<file path="config.mk">
export PLATFORM = sky130hd
export DESIGN_NAME = bwalu_core
export DESIGN_NICKNAME = d
export VERILOG_FILES = /design/src/bwalu_pkg.sv /design/src/bwalu_core.sv /design/src/bwalu_mult.sv
export SDC_FILE = /design/constraint.sdc
export NUM_CORES = 1
export LEC_CHECK = 0
export CAP_MARGIN = 10
export CORE_MARGIN = 3
export CORE_UTILIZATION = 65
export CTS_BUF_LIST = sky130_fd_sc_hd__clkbuf_4 sky130_fd_sc_hd__clkbuf_8
export DETAILED_ROUTE_END_ITERATION = 8
export DONT_BUFFER_PORTS = 1
export HOLD_SLACK_MARGIN = 0.06
export PLACE_DENSITY = 0.81
export SLEW_MARGIN = 0
export SYNTH_ARGS = -nofsm -noshare
export SYNTH_HDL_FRONTEND = slang
export SYNTH_SLANG_ARGS = --single-unit
</file>
<file path="constraint.sdc">
create_clock -name core_clk -period 3.2 [get_ports core_clk]
set_input_delay 0.32 -clock core_clk [delete_from_list [all_inputs] [get_ports core_clk]]
set_output_delay 0.32 -clock core_clk [all_outputs]
set_load 0.005 [all_outputs]
</file>
<file path="src/bwalu_pkg.sv">
// constants and types shared by the byte alu datapath
package bwalu_pkg;

  localparam int unsigned DATA_W = 8;

  // flag positions inside the status byte
  localparam int unsigned FLG_C = 0;
  localparam int unsigned FLG_Z = 1;
  localparam int unsigned FLG_N = 2;
  localparam int unsigned FLG_V = 3;
  localparam int unsigned FLG_S = 4;
  localparam int unsigned FLG_H = 5;

  localparam logic [7:0] FLAGS_RESET = 8'h00;
  localparam logic [7:0] RES_RESET   = 8'h00;
  localparam logic [7:0] ALL_ONES    = 8'hff;
  localparam logic [7:0] ALL_ZERO    = 8'h00;
  localparam logic [7:0] ONE_BYTE    = 8'h01;

  // register port offsets
  localparam int unsigned  REG_AW     = 2;
  localparam logic [1:0]   REG_FLAGS  = 2'h0;
  localparam logic [1:0]   REG_RES_LO = 2'h1;
  localparam logic [1:0]   REG_RES_HI = 2'h2;

  typedef enum logic [4:0] {
    OP_ADD,
    OP_ADD_CARRY,
    OP_SUB,
    OP_MINUS_REGISTER_BORROW,
    OP_MINUS_IMMEDIATE,
    OP_MINUS_IMMEDIATE_BORROW,
    OP_WORD_ADD_IMMEDIATE,
    OP_WORD_MINUS_IMMEDIATE,
    OP_AND,
    OP_CONJUNCTION_IMMEDIATE,
    OP_OR,
    OP_DISJUNCTION_IMMEDIATE,
    OP_EXCLUSIVE_DISJUNCTION,
    OP_INVERT_ALL_BITS,
    OP_TWOS_MINUS,
    OP_BIT_SET_MASK,
    OP_BIT_CLEAR_MASK,
    OP_PLUS_ONE,
    OP_MINUS_ONE,
    OP_SELF_AND_CHECK,
    OP_ZERO_REGISTER,
    OP_ALL_ONES_REGISTER,
    OP_PRODUCT_UNSIGNED,
    OP_PRODUCT_SIGNED,
    OP_PRODUCT_MIXED_SIGN
  } bwalu_op_e;

  typedef enum logic [1:0] {
    MUL_UNSIGNED,
    MUL_SIGNED,
    MUL_MIXED
  } bwalu_mul_e;

  typedef enum logic {
    ST_IDLE,
    ST_SECOND
  } bwalu_st_e;

endpackage : bwalu_pkg

</file>
<file path="src/bwalu_core.sv">
// byte alu datapath with status flags, word immediate ops and multiplier
//
// Implementation choices: the address map and the address-and-strobe port.
`timescale 1ns/10ps
// Summary of operation
// - add registers, optional carry, all six flags
// - subtract register, optional borrow, six flags
// - subtract constant, optional borrow, six flags
// - word pair plus constant, two clocks
// - word pair minus constant, two clocks
// - and with register or constant, z n v
// - or and xor update z n v
// - invert sets carry; negate adds half carry
// - set or clear bits by mask
// - plus or minus one, carry untouched
// - test, clear, set all ones
// - multiplies fill product pair in two clocks
module bwalu_core
  import bwalu_pkg::*;
(
  input  wire logic              core_clk,
  input  wire logic              reset_n,
  input  wire logic              op_valid,
  input  wire bwalu_op_e         op_code,
  input  wire logic [7:0]        dst_lo,
  input  wire logic [7:0]        dst_hi,
  input  wire logic [7:0]        source_reg,
  input  wire logic [7:0]        imm,
  input  wire logic [REG_AW-1:0] reg_addr,
  input  wire logic [7:0]        reg_wdata,
  input  wire logic              reg_wr,
  input  wire logic              reg_rd,
  output logic                   op_ready_q,
  output logic                   res_valid_q,
  output logic [7:0]             res_lo_q,
  output logic [7:0]             res_hi_q,
  output logic                   res_wide_q,
  output logic                   res_pair_q,
  output logic [7:0]             flags_q,
  output logic [7:0]             reg_rdata_q
);

  // result of a byte op: {half carry, carry, overflow, byte}
  function automatic logic [10:0] add8(input logic [7:0] a, input logic [7:0] b,
                                       input logic cin);
    logic [4:0] lo;
    logic [8:0] s;
    lo = {1'b0, a[3:0]} + {1'b0, b[3:0]} + {4'h0, cin};
    s  = {1'b0, a} + {1'b0, b} + {8'h00, cin};
    return {lo[4], s[8], (a[7] == b[7]) && (s[7] != a[7]), s[7:0]};
  endfunction : add8

  function automatic logic [10:0] sub8(input logic [7:0] a, input logic [7:0] b,
                                       input logic bin);
    logic [4:0] lo;
    logic [8:0] s;
    lo = {1'b0, a[3:0]} - {1'b0, b[3:0]} - {4'h0, bin};
    s  = {1'b0, a} - {1'b0, b} - {8'h00, bin};
    return {lo[4], s[8], (a[7] != b[7]) && (s[7] != a[7]), s[7:0]};
  endfunction : sub8

  // zero, negative, overflow and the sign that follows from them
  function automatic logic [7:0] znvs(input logic [7:0] f, input logic [7:0] r,
                                      input logic v);
    logic [7:0] o;
    o        = f;
    o[FLG_Z] = (r == ALL_ZERO);
    o[FLG_N] = r[7];
    o[FLG_V] = v;
    o[FLG_S] = r[7] ^ v;
    return o;
  endfunction : znvs

  logic       rst_meta_q;
  logic       rst_n_q;
  bwalu_st_e  state_q;
  logic       second_mul_q;
  logic       word_sub_q;
  logic [7:0] word_lo_q;
  logic [7:0] word_hi_q;
  logic [7:0] word_k_q;
  logic [10:0] ar;
  logic [7:0] alu_flags;
  logic       upd_znv;
  logic       upd_c;
  logic       upd_h;
  logic       two_cycle;
  logic       accept;
  logic       flag_wr;
  logic [15:0] word_in;
  logic [16:0] word_sum;
  logic [15:0] word_res;
  logic [7:0]  word_flags;
  logic [7:0]  mul_flags;
  logic [15:0] product;
  bwalu_mul_e  mul_mode;

  // asynchronous assert, synchronised release
  always_ff @(posedge core_clk or negedge reset_n) begin
    if (!reset_n) begin
      rst_meta_q <= 1'b0;
      rst_n_q    <= 1'b0;
    end else begin
      rst_meta_q <= 1'b1;
      rst_n_q    <= rst_meta_q;
    end
  end

  assign accept  = op_valid && op_ready_q;
  assign flag_wr = reg_wr && (reg_addr == REG_FLAGS);

  always_comb begin
    ar        = {3'b000, dst_lo};
    upd_znv   = 1'b1;
    upd_c     = 1'b0;
    upd_h     = 1'b0;
    two_cycle = 1'b0;
    unique case (op_code)
      OP_ADD, OP_ADD_CARRY: begin
        ar    = add8(dst_lo, source_reg, (op_code == OP_ADD_CARRY) && flags_q[FLG_C]);
        upd_c = 1'b1;
        upd_h = 1'b1;
      end
      OP_SUB, OP_MINUS_REGISTER_BORROW: begin
        ar    = sub8(dst_lo, source_reg,
                     (op_code == OP_MINUS_REGISTER_BORROW) && flags_q[FLG_C]);
        upd_c = 1'b1;
        upd_h = 1'b1;
      end
      OP_MINUS_IMMEDIATE, OP_MINUS_IMMEDIATE_BORROW: begin
        ar    = sub8(dst_lo, imm, (op_code == OP_MINUS_IMMEDIATE_BORROW) && flags_q[FLG_C]);
        upd_c = 1'b1;
        upd_h = 1'b1;
      end
      OP_AND:                   ar = {3'b000, dst_lo & source_reg};
      OP_CONJUNCTION_IMMEDIATE: ar = {3'b000, dst_lo & imm};
      OP_OR:                    ar = {3'b000, dst_lo | source_reg};
      OP_DISJUNCTION_IMMEDIATE: ar = {3'b000, dst_lo | imm};
      OP_EXCLUSIVE_DISJUNCTION: ar = {3'b000, dst_lo ^ source_reg};
      OP_INVERT_ALL_BITS: begin
        ar    = {1'b0, 1'b1, 1'b0, ALL_ONES - dst_lo};
        upd_c = 1'b1;
      end
      OP_TWOS_MINUS: begin
        ar    = sub8(ALL_ZERO, dst_lo, 1'b0);
        upd_c = 1'b1;
        upd_h = 1'b1;
      end
      OP_BIT_SET_MASK:   ar = {3'b000, dst_lo | imm};
      OP_BIT_CLEAR_MASK: ar = {3'b000, dst_lo & (ALL_ONES - imm)};
      OP_PLUS_ONE:  ar = add8(dst_lo, ONE_BYTE, 1'b0);
      OP_MINUS_ONE: ar = sub8(dst_lo, ONE_BYTE, 1'b0);
      OP_SELF_AND_CHECK:    ar = {3'b000, dst_lo & dst_lo};
      OP_ZERO_REGISTER:     ar = {3'b000, dst_lo ^ dst_lo};
      OP_ALL_ONES_REGISTER: begin
        ar      = {3'b000, ALL_ONES};
        upd_znv = 1'b0;
      end
      OP_WORD_ADD_IMMEDIATE, OP_WORD_MINUS_IMMEDIATE,
      OP_PRODUCT_UNSIGNED, OP_PRODUCT_SIGNED, OP_PRODUCT_MIXED_SIGN: begin
        upd_znv   = 1'b0;
        two_cycle = 1'b1;
      end
      default: upd_znv = 1'b0;
    endcase
  end

  // half carry from nibble, sign from n and v
  always_comb begin
    alu_flags = flags_q;
    if (upd_znv) alu_flags = znvs(flags_q, ar[7:0], ar[8]);
    if (upd_c) alu_flags[FLG_C] = ar[9];
    if (upd_h) alu_flags[FLG_H] = ar[10];
  end

  always_comb begin
    word_in    = {word_hi_q, word_lo_q};
    word_sum   = word_sub_q ? ({1'b0, word_in} - {9'h000, word_k_q})
                            : ({1'b0, word_in} + {9'h000, word_k_q});
    word_res   = word_sum[15:0];
    word_flags = flags_q;
    word_flags[FLG_Z] = (word_res == 16'h0000);
    word_flags[FLG_N] = word_res[15];
    word_flags[FLG_V] = word_sub_q ? (word_hi_q[7] & ~word_res[15])
                                   : (~word_hi_q[7] & word_res[15]);
    word_flags[FLG_C] = word_sub_q ? (word_res[15] & ~word_hi_q[7])
                                   : (~word_res[15] & word_hi_q[7]);
    word_flags[FLG_S] = word_flags[FLG_N] ^ word_flags[FLG_V];
  end

  // multiply carry from product bit 15
  always_comb begin
    mul_flags        = flags_q;
    mul_flags[FLG_Z] = (product == 16'h0000);
    mul_flags[FLG_C] = product[15];
  end

  always_comb begin
    unique case (op_code)
      OP_PRODUCT_SIGNED:     mul_mode = MUL_SIGNED;
      OP_PRODUCT_MIXED_SIGN: mul_mode = MUL_MIXED;
      default:               mul_mode = MUL_UNSIGNED;
    endcase
  end

  bwalu_mult #(
    .WIDTH (DATA_W)
  ) u_mult (
    .core_clk  (core_clk),
    .rst_n     (rst_n_q),
    .load      (accept && two_cycle),
    .mode      (mul_mode),
    .op_a      (dst_lo),
    .op_b      (source_reg),
    .product_q (product)
  );

  // sequencing: two clock ops hold off the next request for one cycle
  always_ff @(posedge core_clk or negedge rst_n_q) begin
    if (!rst_n_q) begin
      state_q      <= ST_IDLE;
      op_ready_q   <= 1'b0;
      second_mul_q <= 1'b0;
      word_sub_q   <= 1'b0;
      word_lo_q    <= RES_RESET;
      word_hi_q    <= RES_RESET;
      word_k_q     <= RES_RESET;
    end else begin
      unique case (state_q)
        ST_IDLE: begin
          op_ready_q <= 1'b1;
          if (accept && two_cycle) begin
            state_q      <= ST_SECOND;
            op_ready_q   <= 1'b0;
            second_mul_q <= (op_code != OP_WORD_ADD_IMMEDIATE) &&
                            (op_code != OP_WORD_MINUS_IMMEDIATE);
            word_sub_q   <= (op_code == OP_WORD_MINUS_IMMEDIATE);
            word_lo_q    <= dst_lo;
            word_hi_q    <= dst_hi;
            word_k_q     <= imm;
          end
        end
        ST_SECOND: begin
          state_q    <= ST_IDLE;
          op_ready_q <= 1'b1;
        end
      endcase
    end
  end

  // result registers
  always_ff @(posedge core_clk or negedge rst_n_q) begin
    if (!rst_n_q) begin
      res_valid_q <= 1'b0;
      res_lo_q    <= RES_RESET;
      res_hi_q    <= RES_RESET;
      res_wide_q  <= 1'b0;
      res_pair_q  <= 1'b0;
    end else begin
      res_valid_q <= 1'b0;
      if (state_q == ST_SECOND) begin
        res_valid_q <= 1'b1;
        res_wide_q  <= 1'b1;
        res_pair_q  <= second_mul_q;
        res_lo_q    <= second_mul_q ? product[7:0] : word_res[7:0];
        res_hi_q    <= second_mul_q ? product[15:8] : word_res[15:8];
      end else if (accept && !two_cycle) begin
        res_valid_q <= 1'b1;
        res_wide_q  <= 1'b0;
        res_pair_q  <= 1'b0;
        res_lo_q    <= ar[7:0];
        res_hi_q    <= RES_RESET;
      end
    end
  end

  // flags; a software write in the same cycle takes precedence
  always_ff @(posedge core_clk or negedge rst_n_q) begin
    if (!rst_n_q) begin
      flags_q <= FLAGS_RESET;
    end else if (flag_wr) begin
      flags_q <= reg_wdata;
    end else if (state_q == ST_SECOND) begin
      flags_q <= second_mul_q ? mul_flags : word_flags;
    end else if (accept && !two_cycle) begin
      flags_q <= alu_flags;
    end
  end

  // register read port, data one cycle after the strobe
  always_ff @(posedge core_clk or negedge rst_n_q) begin
    if (!rst_n_q) begin
      reg_rdata_q <= ALL_ZERO;
    end else if (reg_rd) begin
      unique case (reg_addr)
        REG_FLAGS:  reg_rdata_q <= flags_q;
        REG_RES_LO: reg_rdata_q <= res_lo_q;
        REG_RES_HI: reg_rdata_q <= res_hi_q;
        default:    reg_rdata_q <= ALL_ZERO;
      endcase
    end
  end

  logic take;
  assign take = accept && !reg_wr;
endmodule : bwalu_core

</file>
<file path="src/bwalu_mult.sv">
// registered 8x8 multiplier, unsigned, signed and mixed sign
`timescale 1ns/10ps
module bwalu_mult
  import bwalu_pkg::*;
#(
  parameter int unsigned WIDTH = DATA_W
) (
  input  wire logic                 core_clk,
  input  wire logic                 rst_n,
  input  wire logic                 load,
  input  wire bwalu_mul_e           mode,
  input  wire logic [WIDTH-1:0]     op_a,
  input  wire logic [WIDTH-1:0]     op_b,
  output logic      [2*WIDTH-1:0]   product_q
);

  initial begin
    if (WIDTH < 2 || WIDTH > 32) $error("bwalu_mult: unsupported width");
  end

  logic                      ext_a;
  logic                      ext_b;
  logic signed [2*WIDTH+1:0] full;

  // one extra bit per operand lets a single signed multiplier serve all modes
  always_comb begin
    ext_a = (mode != MUL_UNSIGNED) & op_a[WIDTH-1];
    ext_b = (mode == MUL_SIGNED) & op_b[WIDTH-1];
    full  = $signed({ext_a, op_a}) * $signed({ext_b, op_b});
  end

  always_ff @(posedge core_clk or negedge rst_n) begin
    if (!rst_n) begin
      product_q <= '0;
    end else if (load) begin
      product_q <= full[2*WIDTH-1:0];
    end
  end

endmodule : bwalu_mult

</file>
==> impl_metrics.csv <==
group,metric,value,unit
route,drt-initial-drc-count,1558,
logic_synthesis,synth_enable_flop_cells,0,
sta,slew_limit_fails,0,
place,dp_cells,1563,
route,postRouteAntennaNets,0,
min_path,worstHoldStart,"imm[1]",
route,remaining_drc_errors,10,
logic_synthesis,synth_fp_nets,1465,
sta,min_period,4.52,ns
critical_path,critical_path.top_delay_family,"adder cells",
route,dr_total_vias,11200,
cts,cts_root_buf,"sky130_fd_sc_hd__clkbuf_8",
layout,final_util,86.5,%
critical_path,worst-r2r-setup-slack,-0.61,ns
sta,max_frequency,0.221,GHz
die,start_util,68.0,%
layout,area_growth,27.2,%
logic_synthesis,syn_area,0.0106,mm^2
min_path,min-delay-path-class,"in2reg",
critical_path,startpoint_type,"input pin",
global_routing,grt_pass1_vias,10700,
die,die_x,134,um
power,power_per_unit_of_standard_cell_area,600,mW/mm^2
cts,clk_latency,0.39,ns
power,ir_worst_vdd,0.000449,V
critical_path,timing.critical_path.buf_inv,6,
sta,setup_violations,23,
sta,final.setup.tns,-11.97,ns
logic_synthesis,synthCells,1250,
outcome,status,"finished, violations left",
logic_synthesis,cell_with_the_most_instances_after_synthesis,"sky130_fd_sc_hd__inv_1",
sta,setup_repair_after_global_routing_missed_its_margin,"true",
critical_path,cp_common_cell,"sky130_fd_sc_hd__fa_1",
critical_path,critical_path.startpoint,"op_code[2]",
cts,clkSlewWorstSetupHoldPaths,0.11,ns
logic_synthesis,synth_largest_type_area_fraction,19.2,%
logic_synthesis,post_synth.cell_area_avg,8.46,um^2
critical_path,depth_of_the_worst_register_to_register_path,16,
critical_path,max_stage_delay,0.57,ns
logic_synthesis,synth_top_cell_by_area,"sky130_fd_sc_hd__dfrtp_1",
run,max_cap_violations,0,
critical_path,crit_path_cell_trace,"and2_4, nand2_4, o31ai_4, and3_4, buf_4, buf_4, and2_4, buf_4, fa_1, inv_1, fa_1, fa_1, inv_1, fa_1, ha_1, ha_4, inv_1, o21bai_2, a211oi_2, xnor2_1, o21ai_1",
critical_path,crit-reg2reg-launch,"word_k_q[0]",
layout,filler_cells_inserted,790,
global_routing,grt_max_degree,80,
route,routed_wl,42200,um
sta,period_share,141,%
logic_synthesis,number_of_distinct_standard_cells_referenced_by_the_synthesized_netlist,84,
logic_synthesis,yosys_warnings,0,
die,floorplan.die_area,0.0178,mm^2
sta,timing.final.hold_violations,0,
layout,antenna_cells_inserted,0,
logic_synthesis,dominantRegCellSynth,"sky130_fd_sc_hd__dfrtp_1",
logic_synthesis,synth.cells.most_frequent,"sky130_fd_sc_hd__inv_1, sky130_fd_sc_hd__nand2_1, sky130_fd_sc_hd__ha_1",
critical_path,end_kind,"flop",
layout,final_layout_size_suffix_gt1_share,29.2,%
cts,clk_path_buf_depth,2,
outcome,failed_checks,"design-rule violations, negative setup slack",
logic_synthesis,yosysSeqAreaShare,19.2,%
min_path,min_path_cells,2,
layout,nets_finish,1609,
route,dr_pass1_iterations,9,
global_routing,grtUsageTotal,40.8,%
critical_path,required,3.49,ns
place,hpwlAfterDp,26200,um
sta,relSlewSlack,28.6,%
die,coreArea,0.0155,mm^2
critical_path,slowest_stage,"sky130_fd_sc_hd__fa_1",
route,drt-wirelength-per-cell,26.2,um
critical_path,worstSetupPathType,"in2reg",
critical_path,cp_max_fo,36,
die,num_io_pins,88,
sta,fin_hold_ws,0.0635,ns
logic_synthesis,ys_top_cells_by_area,"sky130_fd_sc_hd__dfrtp_1, sky130_fd_sc_hd__fa_1, sky130_fd_sc_hd__ha_1",
cts,cts_inserted_buffers,9,
global_routing,grt_pass1_wl,57400,um
cts,cts.htree.levels,3,
sta,fin_ws,-1.32,ns
die,std_cell_rows,45,
critical_path,critPathArrivalTime,4.81,ns
logic_synthesis,synthArstFlopShare,100,%
place,gp_congestion,1.07,
place,io_buffer_count,0,
global_routing,gr-total-overflow,0,
cts,clock_sink_count,81,
critical_path,crit_cells,21,
layout,final-instance-count-excl-fill,1610,
power,static-leakage-power,6.15,nW
sta,tightest_slew,1.07,ns
die,die_height,134,um
global_routing,grt_antenna_before_repair,1,
sta,skew,0.0197,ns
cts,tritoncts,"built",
route,drt-vias-per-instance,6.99,
logic_synthesis,ffs_latches_synth,81,
==> where the power goes <==
part / switching (W) / internal, W / total, W / leakage [nW]
clock network: 0.000464 / 0.000454 / 0.000918 / 0.117
logic: 0.00285 / 0.00269 / 0.00554 / 5.04
registers: 0.000337 / 0.00127 / 0.00161 / 0.990
total: 0.00365 / 0.00441 / 0.00806 / 6.15
==> through the flow <==
stage                     instance area (um^2)  worst slack [ns]  power (W)
after floorplan                          10800             -1.84    0.00394
after global placement                   11900             -1.69    0.00514
after detailed placement                 11900             -1.85    0.00529
after CTS                                12700             -1.20    0.00670
after global routing                     13400             -1.45    0.00838
final                                    13400             -1.32    0.00806
==> path summary, 6_finish.rpt <==
kind | end
setup / recovery | u_mult.product_q[15]
hold / removal | word_k_q[1]
setup reg to reg | flags_q[1]
hold reg to reg | rst_n_q
max in group asynchronous | word_k_q[1]
min in group asynchronous | rst_n_q
==> layout by cell type (no fill, tap or decap), types with 9 or more instances in the layout <==
master and n:
sky130_fd_sc_hd__buf_4 179, sky130_fd_sc_hd__inv_1 119, sky130_fd_sc_hd__nand2_1 92, sky130_fd_sc_hd__dfrtp_1 76, sky130_fd_sc_hd__nor2_1 74, sky130_fd_sc_hd__ha_1 73, sky130_fd_sc_hd__fa_1 64, sky130_fd_sc_hd__o21ai_0 52
sky130_fd_sc_hd__a21oi_1 48, sky130_fd_sc_hd__and2_1 44, sky130_fd_sc_hd__mux2i_1 32, sky130_fd_sc_hd__xnor2_1 25, sky130_fd_sc_hd__nand3_1 21, sky130_fd_sc_hd__mux2_2 21, sky130_fd_sc_hd__a21o_1 20, sky130_fd_sc_hd__nor3_1 19
sky130_fd_sc_hd__ha_4 19, sky130_fd_sc_hd__o21ai_1 17, sky130_fd_sc_hd__or3_1 15, sky130_fd_sc_hd__buf_6 15, sky130_fd_sc_hd__a21oi_2 13, sky130_fd_sc_hd__o211ai_1 13, sky130_fd_sc_hd__xor2_1 13, sky130_fd_sc_hd__nor4_1 12
sky130_fd_sc_hd__and3_1 12, sky130_fd_sc_hd__nand4_1 11, sky130_fd_sc_hd__inv_2 11, sky130_fd_sc_hd__o31ai_1 10, sky130_fd_sc_hd__xnor2_2 9, sky130_fd_sc_hd__nand3b_1 9, sky130_fd_sc_hd__o21a_1 9, sky130_fd_sc_hd__o2111ai_1 9
sky130_fd_sc_hd__o22ai_1 9, sky130_fd_sc_hd__clkbuf_8 9
==> sequential cells by signal, summed over array words and instances (netlist names), 8 cells and up <==
signal,cells
flags_q,8
reg_rdata_q,8
word_hi_q,8
word_lo_q,8
res_hi_q,8
word_k_q,8
u_mult.product_q,16
res_lo_q,8
==> area by class of cell <==
cell class / instances / area, um^2 / share of cell area [%]
Timing Repair Buffer: 198 / 1550 / 11.5
Clock inverter: 7 / 111 / 0.828
Multi-Input combinational cell: 967 / 8820 / 65.6
Clock buffer: 9 / 124 / 0.921
Tap cell: 211 / 264 / 1.96
Inverter: 137 / 539 / 4.01
Sequential cell: 81 / 2040 / 15.1
==> repair_timing <==
item                                    in CTS  in global routing
pin swaps                                   37                 85
resized for setup                           87                123
endpoints found under the setup margin      24                 29
buffers inserted                            12                 25
hold endpoints to repair                    12                  0
hold buffers                                 4                  0
==> metal layers <==
metal  GRT usage, %  part of all wire [%]  vias up
met3           7.48                    12      305
met4           19.6                   8.3        4
li1               -                     -     4682
met2           69.4                    46      892
met5              0                 0.052        -
met1           50.3                    33     5365
==> cell families (layout without fill, tap and decap cells) <==
kind of cell    count (synthesis)  count (layout)  share of synthesized area, %
other cells                     1               1                        0.0355
compound gates                300             300                          18.8
flops                          81              81                          19.2
simple gates                  397             397                          20.2
buf+inv                       202             351                          7.84
fa+ha+maj                     163             163                          24.3
xor+xnor                       53              53                          4.39
mux                            53              53                          5.27
(Power assumes the default switching activity.)
